==> src/design/pin_irq_pkg.sv <==
// Package with register map, field positions and reset values of the pin interrupt latch.
package pin_irq_pkg;
    // Byte offsets on the register bus.
    localparam logic [3:0] STATUS_CONTROL_OFFSET = 4'h0;
    localparam logic [3:0] BREAK_CONTROL_OFFSET  = 4'h4;
    localparam logic [3:0] VECTOR_OFFSET         = 4'h8;
    // Field positions in the status and control register.
    localparam int MODE_BIT    = 0;
    localparam int MASK_BIT    = 1;
    localparam int ACK_BIT     = 2;
    localparam int PENDING_BIT = 3;
    localparam int PIN_BIT     = 4;
    // Field position in the break control register.
    localparam int BCE_BIT     = 0;
    // Reset values.
    localparam logic RESET_MODE = 1'b0;
    localparam logic RESET_MASK = 1'b0;
    localparam logic RESET_BCE  = 1'b0;
    // Vector addresses fetched for this interrupt, high byte first.
    localparam logic [15:0] VECTOR_HIGH_ADDR = 16'hFFFA;
    localparam logic [15:0] VECTOR_LOW_ADDR  = 16'hFFFB;
    // AXI response codes.
    localparam logic [1:0] RESP_OKAY   = 2'h0;
    localparam logic [1:0] RESP_SLVERR = 2'h2;
endpackage

==> src/design/pin_sync.sv <==
// Three-stage synchroniser for the external interrupt pin with agreement detection.
`timescale 1ns/1ps
module pin_sync (
    input  wire logic clk_sys,
    input  wire logic srst,
    input  wire logic pin_in,
    output logic      level_out,
    output logic      fall_out
);
    logic s1_r;
    logic s2_r;
    logic s3_r;
    logic lvl_r;
    logic lvl_nxt;

    // The level changes only once the second and third stages agree.
    always_comb begin
        lvl_nxt = lvl_r;
        if (s2_r == s3_r) begin
            lvl_nxt = s3_r;
        end
    end

    // Sampling chain; the pin idles high so every stage resets high.
    always_ff @(posedge clk_sys) begin
        if (srst) begin
            s1_r  <= 1'b1;
            s2_r  <= 1'b1;
            s3_r  <= 1'b1;
            lvl_r <= 1'b1;
        end else begin
            s1_r  <= pin_in;
            s2_r  <= s1_r;
            s3_r  <= s2_r;
            lvl_r <= lvl_nxt;
        end
    end

    // Edge compares consecutive settled samples.
    assign level_out = lvl_r;
    assign fall_out  = lvl_r & ~lvl_nxt;
endmodule

==> src/design/pin_irq_latch.sv <==
// External active-low pin interrupt latch with AXI4-Lite register access.
// Behaviour
// A falling edge on the pin sets the interrupt latch and raises a request.
// A vector fetch acknowledge clears the latch without software action.
// Writing one to the acknowledge bit clears the latch like a vector fetch.
// System reset clears the interrupt latch unconditionally.
// Out of reset edge only; select bit chooses edge or edge plus low level.
// Edge mode: request persists until acknowledge or reset; acknowledge clears at once.
// Level mode: request holds until acknowledged and pin high, either order.
// Reset clears latch and select bit even with the pin held low.
// Mask bit set withholds the request from the priority logic.
// Acknowledge does not block later edges; a new edge latches again.
// Unmasked request taken makes the CPU fetch vector at FFFA then FFFB.
// Pending flag shows the latch regardless of the mask bit.
// Current pin level is offered to the branch-on-pin-level instructions.
// Software should mask requests inside a level-mode service routine.
// Acknowledge bit is write-only, reads zero, cleared by reset.
// Mask bit is read/write, one disables requests, reset clears it.
// In break, acknowledge writes act only with break clear enable set.
// Pin is synchronised before edge and level detection.
//
// The implementer's own choices: the register addresses and the AXI4-Lite register port.
`timescale 1ns/1ps
module pin_irq_latch (
    input  wire logic        clk_sys,
    input  wire logic        srst,
    input  wire logic        irq_pin_n,
    input  wire logic        vector_fetch_ack,
    input  wire logic        break_state,
    output logic             irq_request,
    output logic             pin_level,
    output logic [15:0]      vector_high_addr,
    output logic [15:0]      vector_low_addr,
    input  wire logic [3:0]  s_axi_awaddr,
    input  wire logic        s_axi_awvalid,
    output logic             s_axi_awready,
    input  wire logic [31:0] s_axi_wdata,
    input  wire logic [3:0]  s_axi_wstrb,
    input  wire logic        s_axi_wvalid,
    output logic             s_axi_wready,
    output logic [1:0]       s_axi_bresp,
    output logic             s_axi_bvalid,
    input  wire logic        s_axi_bready,
    input  wire logic [3:0]  s_axi_araddr,
    input  wire logic        s_axi_arvalid,
    output logic             s_axi_arready,
    output logic [31:0]      s_axi_rdata,
    output logic [1:0]       s_axi_rresp,
    output logic             s_axi_rvalid,
    input  wire logic        s_axi_rready
);
    ////////////////////////////////////////////////////////////////////////////
    // Pin synchroniser.
    logic pin_sync_level;
    logic pin_fall;

    pin_sync u_pin_sync (
        .clk_sys   (clk_sys),
        .srst      (srst),
        .pin_in    (irq_pin_n),
        .level_out (pin_sync_level),
        .fall_out  (pin_fall)
    );

    ////////////////////////////////////////////////////////////////////////////
    // Write channel state.
    logic        aw_held_r;
    logic        aw_held_nxt;
    logic [3:0]  aw_addr_r;
    logic [3:0]  aw_addr_nxt;
    logic        w_held_r;
    logic        w_held_nxt;
    logic [31:0] w_data_r;
    logic [31:0] w_data_nxt;
    logic [3:0]  w_strb_r;
    logic [3:0]  w_strb_nxt;
    logic        bvalid_r;
    logic        bvalid_nxt;
    logic [1:0]  bresp_r;
    logic [1:0]  bresp_nxt;
    logic        wr_fire;
    logic        aw_take;
    logic        w_take;

    // Register state.
    logic mode_r;
    logic mode_nxt;
    logic mask_r;
    logic mask_nxt;
    logic bce_r;
    logic bce_nxt;
    logic latch_r;
    logic latch_nxt;
    logic ack_pending_r;
    logic ack_pending_nxt;
    logic ack_seen_r;
    logic ack_seen_nxt;
    logic soft_ack;
    logic any_ack;

    // Read channel state.
    logic        rvalid_r;
    logic        rvalid_nxt;
    logic [31:0] rdata_r;
    logic [31:0] rdata_nxt;
    logic [1:0]  rresp_r;
    logic [1:0]  rresp_nxt;

    // Low byte written with its strobe decides a field write.
    function automatic logic low_byte_hit(input logic [3:0] addr, input logic [3:0] strb,
                                          input logic [3:0] target);
        low_byte_hit = (addr == target) && strb[0];
    endfunction

    ////////////////////////////////////////////////////////////////////////////
    // Address and data are taken in either order; response after both.
    // The fire term looks only at registers and bus inputs, so it never
    // feeds back through the next-state logic that it controls.
    assign s_axi_awready = ~aw_held_r & ~bvalid_r;
    assign s_axi_wready  = ~w_held_r & ~bvalid_r;
    assign aw_take       = s_axi_awvalid & s_axi_awready;
    assign w_take        = s_axi_wvalid & s_axi_wready;
    assign wr_fire       = (aw_held_r | aw_take) & (w_held_r | w_take) & ~bvalid_r;

    always_comb begin
        aw_held_nxt = aw_held_r;
        aw_addr_nxt = aw_addr_r;
        w_held_nxt  = w_held_r;
        w_data_nxt  = w_data_r;
        w_strb_nxt  = w_strb_r;
        bvalid_nxt  = bvalid_r;
        bresp_nxt   = bresp_r;
        if (s_axi_awvalid && s_axi_awready) begin
            aw_held_nxt = 1'b1;
            aw_addr_nxt = s_axi_awaddr;
        end
        if (s_axi_wvalid && s_axi_wready) begin
            w_held_nxt = 1'b1;
            w_data_nxt = s_axi_wdata;
            w_strb_nxt = s_axi_wstrb;
        end
        if (bvalid_r && s_axi_bready) begin
            bvalid_nxt = 1'b0;
        end
        if (wr_fire) begin
            aw_held_nxt = 1'b0;
            w_held_nxt  = 1'b0;
            bvalid_nxt  = 1'b1;
            if (aw_addr_nxt == pin_irq_pkg::STATUS_CONTROL_OFFSET) begin
                bresp_nxt = pin_irq_pkg::RESP_OKAY;
            end else if (aw_addr_nxt == pin_irq_pkg::BREAK_CONTROL_OFFSET) begin
                bresp_nxt = pin_irq_pkg::RESP_OKAY;
            end else if (aw_addr_nxt == pin_irq_pkg::VECTOR_OFFSET) begin
                bresp_nxt = pin_irq_pkg::RESP_OKAY;
            end else begin
                bresp_nxt = pin_irq_pkg::RESP_SLVERR;
            end
        end
    end

    always_ff @(posedge clk_sys) begin
        if (srst) begin
            aw_held_r <= 1'b0;
            aw_addr_r <= 4'h0;
            w_held_r  <= 1'b0;
            w_data_r  <= 32'h0000_0000;
            w_strb_r  <= 4'h0;
            bvalid_r  <= 1'b0;
            bresp_r   <= pin_irq_pkg::RESP_OKAY;
        end else begin
            aw_held_r <= aw_held_nxt;
            aw_addr_r <= aw_addr_nxt;
            w_held_r  <= w_held_nxt;
            w_data_r  <= w_data_nxt;
            w_strb_r  <= w_strb_nxt;
            bvalid_r  <= bvalid_nxt;
            bresp_r   <= bresp_nxt;
        end
    end

    assign s_axi_bvalid = bvalid_r;
    assign s_axi_bresp  = bresp_r;

    ////////////////////////////////////////////////////////////////////////////
    // Control register writes; the acknowledge bit is a one-cycle strobe only.
    always_comb begin
        mode_nxt        = mode_r;
        mask_nxt        = mask_r;
        bce_nxt         = bce_r;
        ack_pending_nxt = 1'b0;
        if (wr_fire && low_byte_hit(aw_addr_nxt, w_strb_nxt,
                                    pin_irq_pkg::STATUS_CONTROL_OFFSET)) begin
            mode_nxt        = w_data_nxt[pin_irq_pkg::MODE_BIT];
            mask_nxt        = w_data_nxt[pin_irq_pkg::MASK_BIT];
            ack_pending_nxt = w_data_nxt[pin_irq_pkg::ACK_BIT];
        end
        if (wr_fire && low_byte_hit(aw_addr_nxt, w_strb_nxt,
                                    pin_irq_pkg::BREAK_CONTROL_OFFSET)) begin
            bce_nxt = w_data_nxt[pin_irq_pkg::BCE_BIT];
        end
    end

    // Acknowledge from software is blocked in break unless enabled.
    assign soft_ack = ack_pending_r & (~break_state | bce_r);
    assign any_ack  = soft_ack | vector_fetch_ack;

    // Latch: edge sets and wins over acknowledge; level mode holds while low.
    // An acknowledge taken while the pin is low in level mode is remembered,
    // so the request drops as soon as the pin returns high, in either order.
    always_comb begin
        latch_nxt    = latch_r;
        ack_seen_nxt = mode_r & ~pin_sync_level & (ack_seen_r | any_ack);
        if (any_ack) begin
            latch_nxt = 1'b0;
        end
        if (mode_r && !pin_sync_level) begin
            latch_nxt = 1'b1;
        end
        if (ack_seen_r && pin_sync_level) begin
            latch_nxt = 1'b0;
        end
        if (pin_fall) begin
            latch_nxt = 1'b1;
        end
    end

    always_ff @(posedge clk_sys) begin
        if (srst) begin
            mode_r        <= pin_irq_pkg::RESET_MODE;
            mask_r        <= pin_irq_pkg::RESET_MASK;
            bce_r         <= pin_irq_pkg::RESET_BCE;
            latch_r       <= 1'b0;
            ack_pending_r <= 1'b0;
            ack_seen_r    <= 1'b0;
        end else begin
            mode_r        <= mode_nxt;
            mask_r        <= mask_nxt;
            bce_r         <= bce_nxt;
            latch_r       <= latch_nxt;
            ack_pending_r <= ack_pending_nxt;
            ack_seen_r    <= ack_seen_nxt;
        end
    end

    // Request is withheld while masked; pin level and vectors go to the CPU.
    assign irq_request      = latch_r & ~mask_r;
    assign pin_level        = pin_sync_level;
    assign vector_high_addr = pin_irq_pkg::VECTOR_HIGH_ADDR;
    assign vector_low_addr  = pin_irq_pkg::VECTOR_LOW_ADDR;

    ////////////////////////////////////////////////////////////////////////////
    // Read channel: one-cycle answer, pending flag ignores the mask.
    assign s_axi_arready = ~rvalid_r;

    always_comb begin
        rvalid_nxt = rvalid_r;
        rdata_nxt  = rdata_r;
        rresp_nxt  = rresp_r;
        if (rvalid_r && s_axi_rready) begin
            rvalid_nxt = 1'b0;
        end
        if (s_axi_arvalid && s_axi_arready) begin
            rvalid_nxt = 1'b1;
            rdata_nxt  = 32'h0000_0000;
            rresp_nxt  = pin_irq_pkg::RESP_OKAY;
            if (s_axi_araddr == pin_irq_pkg::STATUS_CONTROL_OFFSET) begin
                rdata_nxt[pin_irq_pkg::MODE_BIT]    = mode_r;
                rdata_nxt[pin_irq_pkg::MASK_BIT]    = mask_r;
                rdata_nxt[pin_irq_pkg::PENDING_BIT] = latch_r;
                rdata_nxt[pin_irq_pkg::PIN_BIT]     = pin_sync_level;
            end else if (s_axi_araddr == pin_irq_pkg::BREAK_CONTROL_OFFSET) begin
                rdata_nxt[pin_irq_pkg::BCE_BIT] = bce_r;
            end else if (s_axi_araddr == pin_irq_pkg::VECTOR_OFFSET) begin
                rdata_nxt = {pin_irq_pkg::VECTOR_HIGH_ADDR, pin_irq_pkg::VECTOR_LOW_ADDR};
            end else begin
                rresp_nxt = pin_irq_pkg::RESP_SLVERR;
            end
        end
    end

    always_ff @(posedge clk_sys) begin
        if (srst) begin
            rvalid_r <= 1'b0;
            rdata_r  <= 32'h0000_0000;
            rresp_r  <= pin_irq_pkg::RESP_OKAY;
        end else begin
            rvalid_r <= rvalid_nxt;
            rdata_r  <= rdata_nxt;
            rresp_r  <= rresp_nxt;
        end
    end

    assign s_axi_rvalid = rvalid_r;
    assign s_axi_rdata  = rdata_r;
    assign s_axi_rresp  = rresp_r;
endmodule

==> config.mk <==
export PLATFORM = sky130hd
export DESIGN_NAME = pin_irq_latch
export DESIGN_NICKNAME = d
export VERILOG_FILES = /design/src/design/pin_irq_pkg.sv /design/src/design/pin_sync.sv /design/src/design/pin_irq_latch.sv
export SDC_FILE = /design/constraint.sdc
export NUM_CORES = 1
export LEC_CHECK = 0
export BUFFER_PORTS_ARGS = -buffer_cell sky130_fd_sc_hd__buf_4
export CAP_MARGIN = 20
export CORE_ASPECT_RATIO = 1.1
export CORE_MARGIN = 5
export CORE_UTILIZATION = 39
export DETAILED_ROUTE_END_ITERATION = 8
export PLACE_DENSITY = 0.8
export SYNTH_ARGS = -nofsm -noshare
export SYNTH_HDL_FRONTEND = slang
export SYNTH_SLANG_ARGS = --single-unit
==> constraint.sdc <==
create_clock -name clk_sys -period 2.4 [get_ports clk_sys]
set_input_delay 0.48 -clock clk_sys [delete_from_list [all_inputs] [get_ports clk_sys]]
set_output_delay 0.48 -clock clk_sys [all_outputs]
set_load 0.1 [all_outputs]
-- Yosys cells after proc, flatten, opt, wreduce, memory -nomap -nowiden
Cells that the tools add are included.
- bits in registers: 58
- bits of input ports: 54
- muxes and demuxes: 25
- bitwise operators: 25
- reductions and logical operators: 19
- eq/ne operators: 5
- operators by type and width (operator ; count):
    $mux 32 ; 1
    $mux 31 ; 1
    $mux 27 ; 1
    $mux 2 ; 8
    $mux 1 ; 12
    $and 1x1->1 ; 11
    $logic_and 1x1->1 ; 11
    $not 1->1 ; 9
    $eq 4x3->1 const B ; 2
    $eq 4x4->1 const B ; 2
    $logic_not 4->1 ; 2
    $or 1x1->1 ; 5
    $mux 4 ; 1
    $reduce_bool 2->1 ; 2
    $reduce_bool 4->1 ; 1
    $reduce_or 2->1 ; 2
    $mux 3 ; 1
    $eq 1x1->1 ; 1
    $logic_not 1->1 ; 1

-- Longest topological paths before layout
- word-level depth: 9
- gate-level depth with buffers: 6
- depth with buffers taken out: 5

-- Hierarchy
A second synthesis with hierarchy kept.
- cells, all modules: 185
- area total of the unflattened synthesis: 1640.3 um2
- by module, submodules not included (module ; cells each ; area an instance (um2) ; instances):
    pin_irq_latch ; 174 ; 1517.7 ; 1
    pin_sync ; 11 ; 122.6 ; 1

-- Worst setup path before layout
OpenSTA, ideal clock, no wires.
- kind: reg2out
- from: register bvalid_r, in the netlist s_axi_bvalid
- to: output port s_axi_awready
- setup slack: -0.279 ns
- stages on the path, launching flop included: 3
- data arrival time: 2.199 ns
- data required time: 1.920 ns
- path through: dfxtp_1 -> buf_6 -> nor2_1
- word-level cells in the longest chain between the ends: 2
- ends and longest elaborated chain (what ; line ; RTL):
    from (decl) ; pin_irq_latch.sv:77 ; logic bvalid_r;
    from (signal assigned) ; pin_irq_latch.sv:176 ; bvalid_r <= bvalid_nxt;
    $not 1->1 ; pin_irq_latch.sv:119 ; assign s_axi_awready = ~aw_held_r & ~bvalid_r;
    $and 1x1->1 ; pin_irq_latch.sv:119 ;
    to (decl) ; pin_irq_latch.sv:36 ; output logic s_axi_awready,
Every way passes these cells.

-- Worst setup path after layout
- from: register bvalid_r, in the netlist s_axi_bvalid
- to: register mask_r
- word-level cells in the longest chain between the ends: 7
- ends and longest elaborated chain (what ; line ; RTL):
    $not 1->1 * ; pin_irq_latch.sv:119, pin_irq_latch.sv:120, pin_irq_latch.sv:123 ;
    $and 1x1->1, on equally long branches ; pin_irq_latch.sv:119, pin_irq_latch.sv:120 ;
    $and 1x1->1 (tied with other cells) ; pin_irq_latch.sv:121 ; assign aw_take = s_axi_awvalid & s_axi_awready;
    $or 1x1->1 / $mux 4 (equally long branches) ; pin_irq_latch.sv:123, pin_irq_latch.sv:133 ;
    $and 1x1->1 / $logic_not 4->1 (equally long branches) ; pin_irq_latch.sv:123, pin_irq_latch.sv:112 ;
    $and 1x1->1 / $logic_and 1x1->1 (equally long branches) ; pin_irq_latch.sv:123, pin_irq_latch.sv:112 ;
    $logic_and 1x1->1 ; pin_irq_latch.sv:191 ; if (wr_fire && low_byte_hit(aw_addr_nxt, w_strb_nxt,
    to (signal assigned) ; pin_irq_latch.sv:230 ; mask_r <= pin_irq_pkg::RESET_MASK;
    to (signal assigned) ; pin_irq_latch.sv:237 ; mask_r <= mask_nxt;
    to (decl) ; pin_irq_latch.sv:88 ; logic mask_r;
Every way passes the cells marked *; elsewhere a longest branch is shown, timed or not.
A chain may end at the register's enable or synchronous reset.

==> metrics list <==
- Status: finished clean
- Share of total power in combinational logic: 35.7%
- For this run, the leading register cell type out of synthesis is sky130_fd_sc_hd__dfxtp_1.
* Width of the chip: 71.77 µm
* GRT Overall Usage: 10.57%
- Post-Syn Instances: 186
* Highest achievable clock rate: 544.1 MHz
- The wire-length estimate of the detail-placed layout is 2.480 mm.
* Top cells by area, synth: sky130_fd_sc_hd__dfxtp_1, sky130_fd_sc_hd__buf_4, sky130_fd_sc_hd__mux2i_1
* Pwr/cell area: 831.2 mW/mm²
- During synthesis, Yosys emitted a total of 0 warnings.
* # resized after CTS: 0
- The largest single stage delay on the critical path is 0.41 ns.
* Sum of internal, switching and leakage power: 1609 µW
- Max Clock Skew: 0.005760 ns
- Number of top-level design ports: 129
- The worst setup path is of the reg -> reg kind.
* Antenna-violating nets left: 0
* Final period demand of the worst path: 1.838 ns
- The average instance in the mapped netlist occupies 8.799 µm².
* Combined area of the multi-input logic cells: 703.2 µm²
- Clock latency reported for the late side of the worst-skew pair: 0.27 ns
- The register with the most flip-flops in the layout has 5 of them.
- The net count of the finished layout is 279.
* CTS clk-pin slew, worst paths: 0.06 ns
* Count of TritonRoute iterations in the first routing pass: 4
- Data on the critical path arrives at its endpoint at 2.00 ns.
- The number of setup buffers added after CTS is 0.
- TritonCTS built the clock tree.
- Count of pins over their slew limit: 0
* Maximum number of pins on one net before global-route repair: 29
- Library cell occupying the most area in the post-synthesis netlist: sky130_fd_sc_hd__dfxtp_1
* Vias in the first global route: 1098
- The finished cells cover 0.001936 mm².
* Placer Congestion: 0.7934
- H-tree levels: 2
* VDD IR-drop max: 457.5 µV
* Port Buf Inserts: 59
* Number of synthesized flops with an enable pin: 0
- The number of antenna diodes in the final layout is 0.
- The placed instances occupy a cell area of 0.001819 mm².
* Static leakage power: 0.0009318 µW
- Fraction of the yosys area taken by sequential cells: 35.47%
- Once the floorplan was initialized, standard cells occupied 40.67% of the core.
- Flop and latch count out of synthesis: 29
- Cell Chain, Critical Path: nor3b_4, buf_4, mux2i_1, nor4b_4, nand2_2, mux2_1
- The cell sitting at the root of the clock tree is a sky130_fd_sc_hd__clkbuf_8.
* Setup violation total in the final timing report: 0
- Layout overhead on the synthesized area: 18.27%
- The synthesized netlist contains 30 unique library cells.
* Nature of the critical path endpoint: flip-flop
* Setup repair after global routing missed its margin: no
- The clock network is responsible for 31.5% of the overall power.
- # fillers: 384
* Top-area cell type share of the netlist area: 35.47%
- After clock tree synthesis, the flow added hold-fix buffers numbering 0.
* Antenna violations before repair: 0
* Critical Path Source Type: flip-flop
* Pint: 941.5 µW
* DRC violation total after the first TritonRoute iteration: 9
- From bottom edge to top edge, the die measures 77.94 µm.
- For this run, design rule violations remaining after detail routing come to 0.
- Layout cells sized above 1: 34.96%
- Global routing finished with a remaining overflow of 0.
- Of the available clock period, the critical path in the final layout requires 76.58%.
- Summing every instance area after synthesis gives 0.001637 mm².
* Min-Delay Path Class: in -> reg
- In the routed layout, each cell is associated on average with a via count of 4.299.
- On the critical path, the stage with the largest delay is an instance of sky130_fd_sc_hd__dfxtp_1.
- DRT Wirelength: 3.067 mm
- Switching pwr: 667.4 µW
- Inserted Clock Buffers: 5
- Vias: 1195
- Standard cell core area: 0.004024 mm²
* Max Cap Violations: 0
- Data required time of the worst path: 2.56 ns
- Global-route wire length before repair: 4.754 mm
* Share of flip-flops with an asynchronous set or reset: 0%
- In the final routed layout, each cell accounts on average for 11.03 µm.
- Per report_power, the sequential group accounts for 32.8% of the total.
* Sequential Area: 581.8 µm²
- After floorplanning, the core was divided into 24 placement rows.
- The floorplan step defined a die boundary enclosing 0.005593 mm².
* Switching share of total power: 41.48%
* Transition time of the tightest slew-check pin: 0.4900 ns
* Max-slew headroom: 67.08%
- Of all nets on the critical path, the largest fanout is 8.
* Sinks on Clock Net: 29
- Number of hold-slack violations in the final timing report: 0
- The clock passes through at most 2 buffers.
[power groups by stage]
stage	registers, µW	clock network, µW	logic [µW]
final	528	507	574
after global routing	531	540	596
after CTS	528	522	574
after detailed placement	539	0	573
after global placement	536	0	570
after floorplan	589	0	494
[cell usage in the layout, fill, tap and decap left out, drive strengths merged, types with 2 or more instances in the layout]
master,count
a211oi,2
a21oi,8
buf,62
clkbuf,7
conb,37
dfxtp,29
mux2,3
mux2i,9
nand2,8
nand2b,2
nand3,2
nor2,23
nor2b,6
nor3,8
nor3b,3
o211ai,3
o21ai,3
or2,3
[per-layer routing]
metal	share of wire (%)	wire length (µm)	up-vias	track usage (%)
li1	-	-	589	-
met1	36	1104	529	11.40
met2	48	1480	73	18.66
met3	14	444	4	3.101
met4	1.2	37	0	5.075
met5	0	0	-	0
[cell families (layout without fill, tap and decap cells)]
group / after synthesis / count (layout) / share of synthesized area (%)
buf+inv: 66 / 71 / 29.59
simple gates: 59 / 59 / 20.34
flops: 29 / 29 / 35.47
compound gates: 18 / 18 / 6.575
mux: 12 / 12 / 7.569
other cells: 2 / 37 / 0.4589
[worst paths after layout]
kind	start	slack [ns]	end	cells past startpoint
setup / recovery	s_axi_bvalid	0.56	mask_r	6
hold / removal	s_axi_rready	0.38	s_axi_rvalid	2
setup reg to reg	s_axi_bvalid	0.56	mask_r	6
hold reg to reg	u_pin_sync.s1_r	0.42	u_pin_sync.s2_r	1
[final cells by class]
type                    count  share of cell area (%)
multi-input cells         126                   36.33
inverters                   1                  0.1939
clock buffers               7                   4.460
repair buffers             62                   24.05
clock inverters             1                   1.551
well taps                  52                   3.361
flip-flops and latches     29                   30.06
[worst max-delay path, delay by kind of cell (launching register included)]
family / cells / cell delay [ns]
AND/OR/NAND/NOR: 3 / 0.48
buffers and inverters: 1 / 0.19
flip-flops: 1 / 0.41
multiplexers: 2 / 0.65
[through the flow]
stage                     utilization [%]  setup TNS, ns  std cells  setup slack, ns  hold slack [ns]
after global placement              45.21              0        270           0.4820           0.3959
after floorplan                         -        -0.5588        221          -0.2794           0.3895
final                               48.10              0        278           0.5622           0.3754
after global routing                48.10              0        278           0.4406           0.3867
after detailed placement            45.21              0        270           0.4553           0.4085
after CTS                           48.10              0        278           0.5474           0.3698
[synth_stat cells, types with 2 or more instances]
master,count
sky130_fd_sc_hd__nor2_1,23
sky130_fd_sc_hd__clkbuf_1,2
sky130_fd_sc_hd__o211ai_1,3
sky130_fd_sc_hd__nand3_1,2
sky130_fd_sc_hd__nor3_1,8
sky130_fd_sc_hd__nor3b_4,2
sky130_fd_sc_hd__nor2b_1,6
sky130_fd_sc_hd__a211oi_1,2
sky130_fd_sc_hd__mux2_1,2
sky130_fd_sc_hd__o21ai_0,3
sky130_fd_sc_hd__buf_4,61
sky130_fd_sc_hd__or2_2,3
sky130_fd_sc_hd__conb_1,2
sky130_fd_sc_hd__dfxtp_1,29
sky130_fd_sc_hd__nand2b_1,2
sky130_fd_sc_hd__mux2i_1,9
sky130_fd_sc_hd__nand2_1,7
sky130_fd_sc_hd__a21oi_1,8
(Power assumes the default switching activity.)
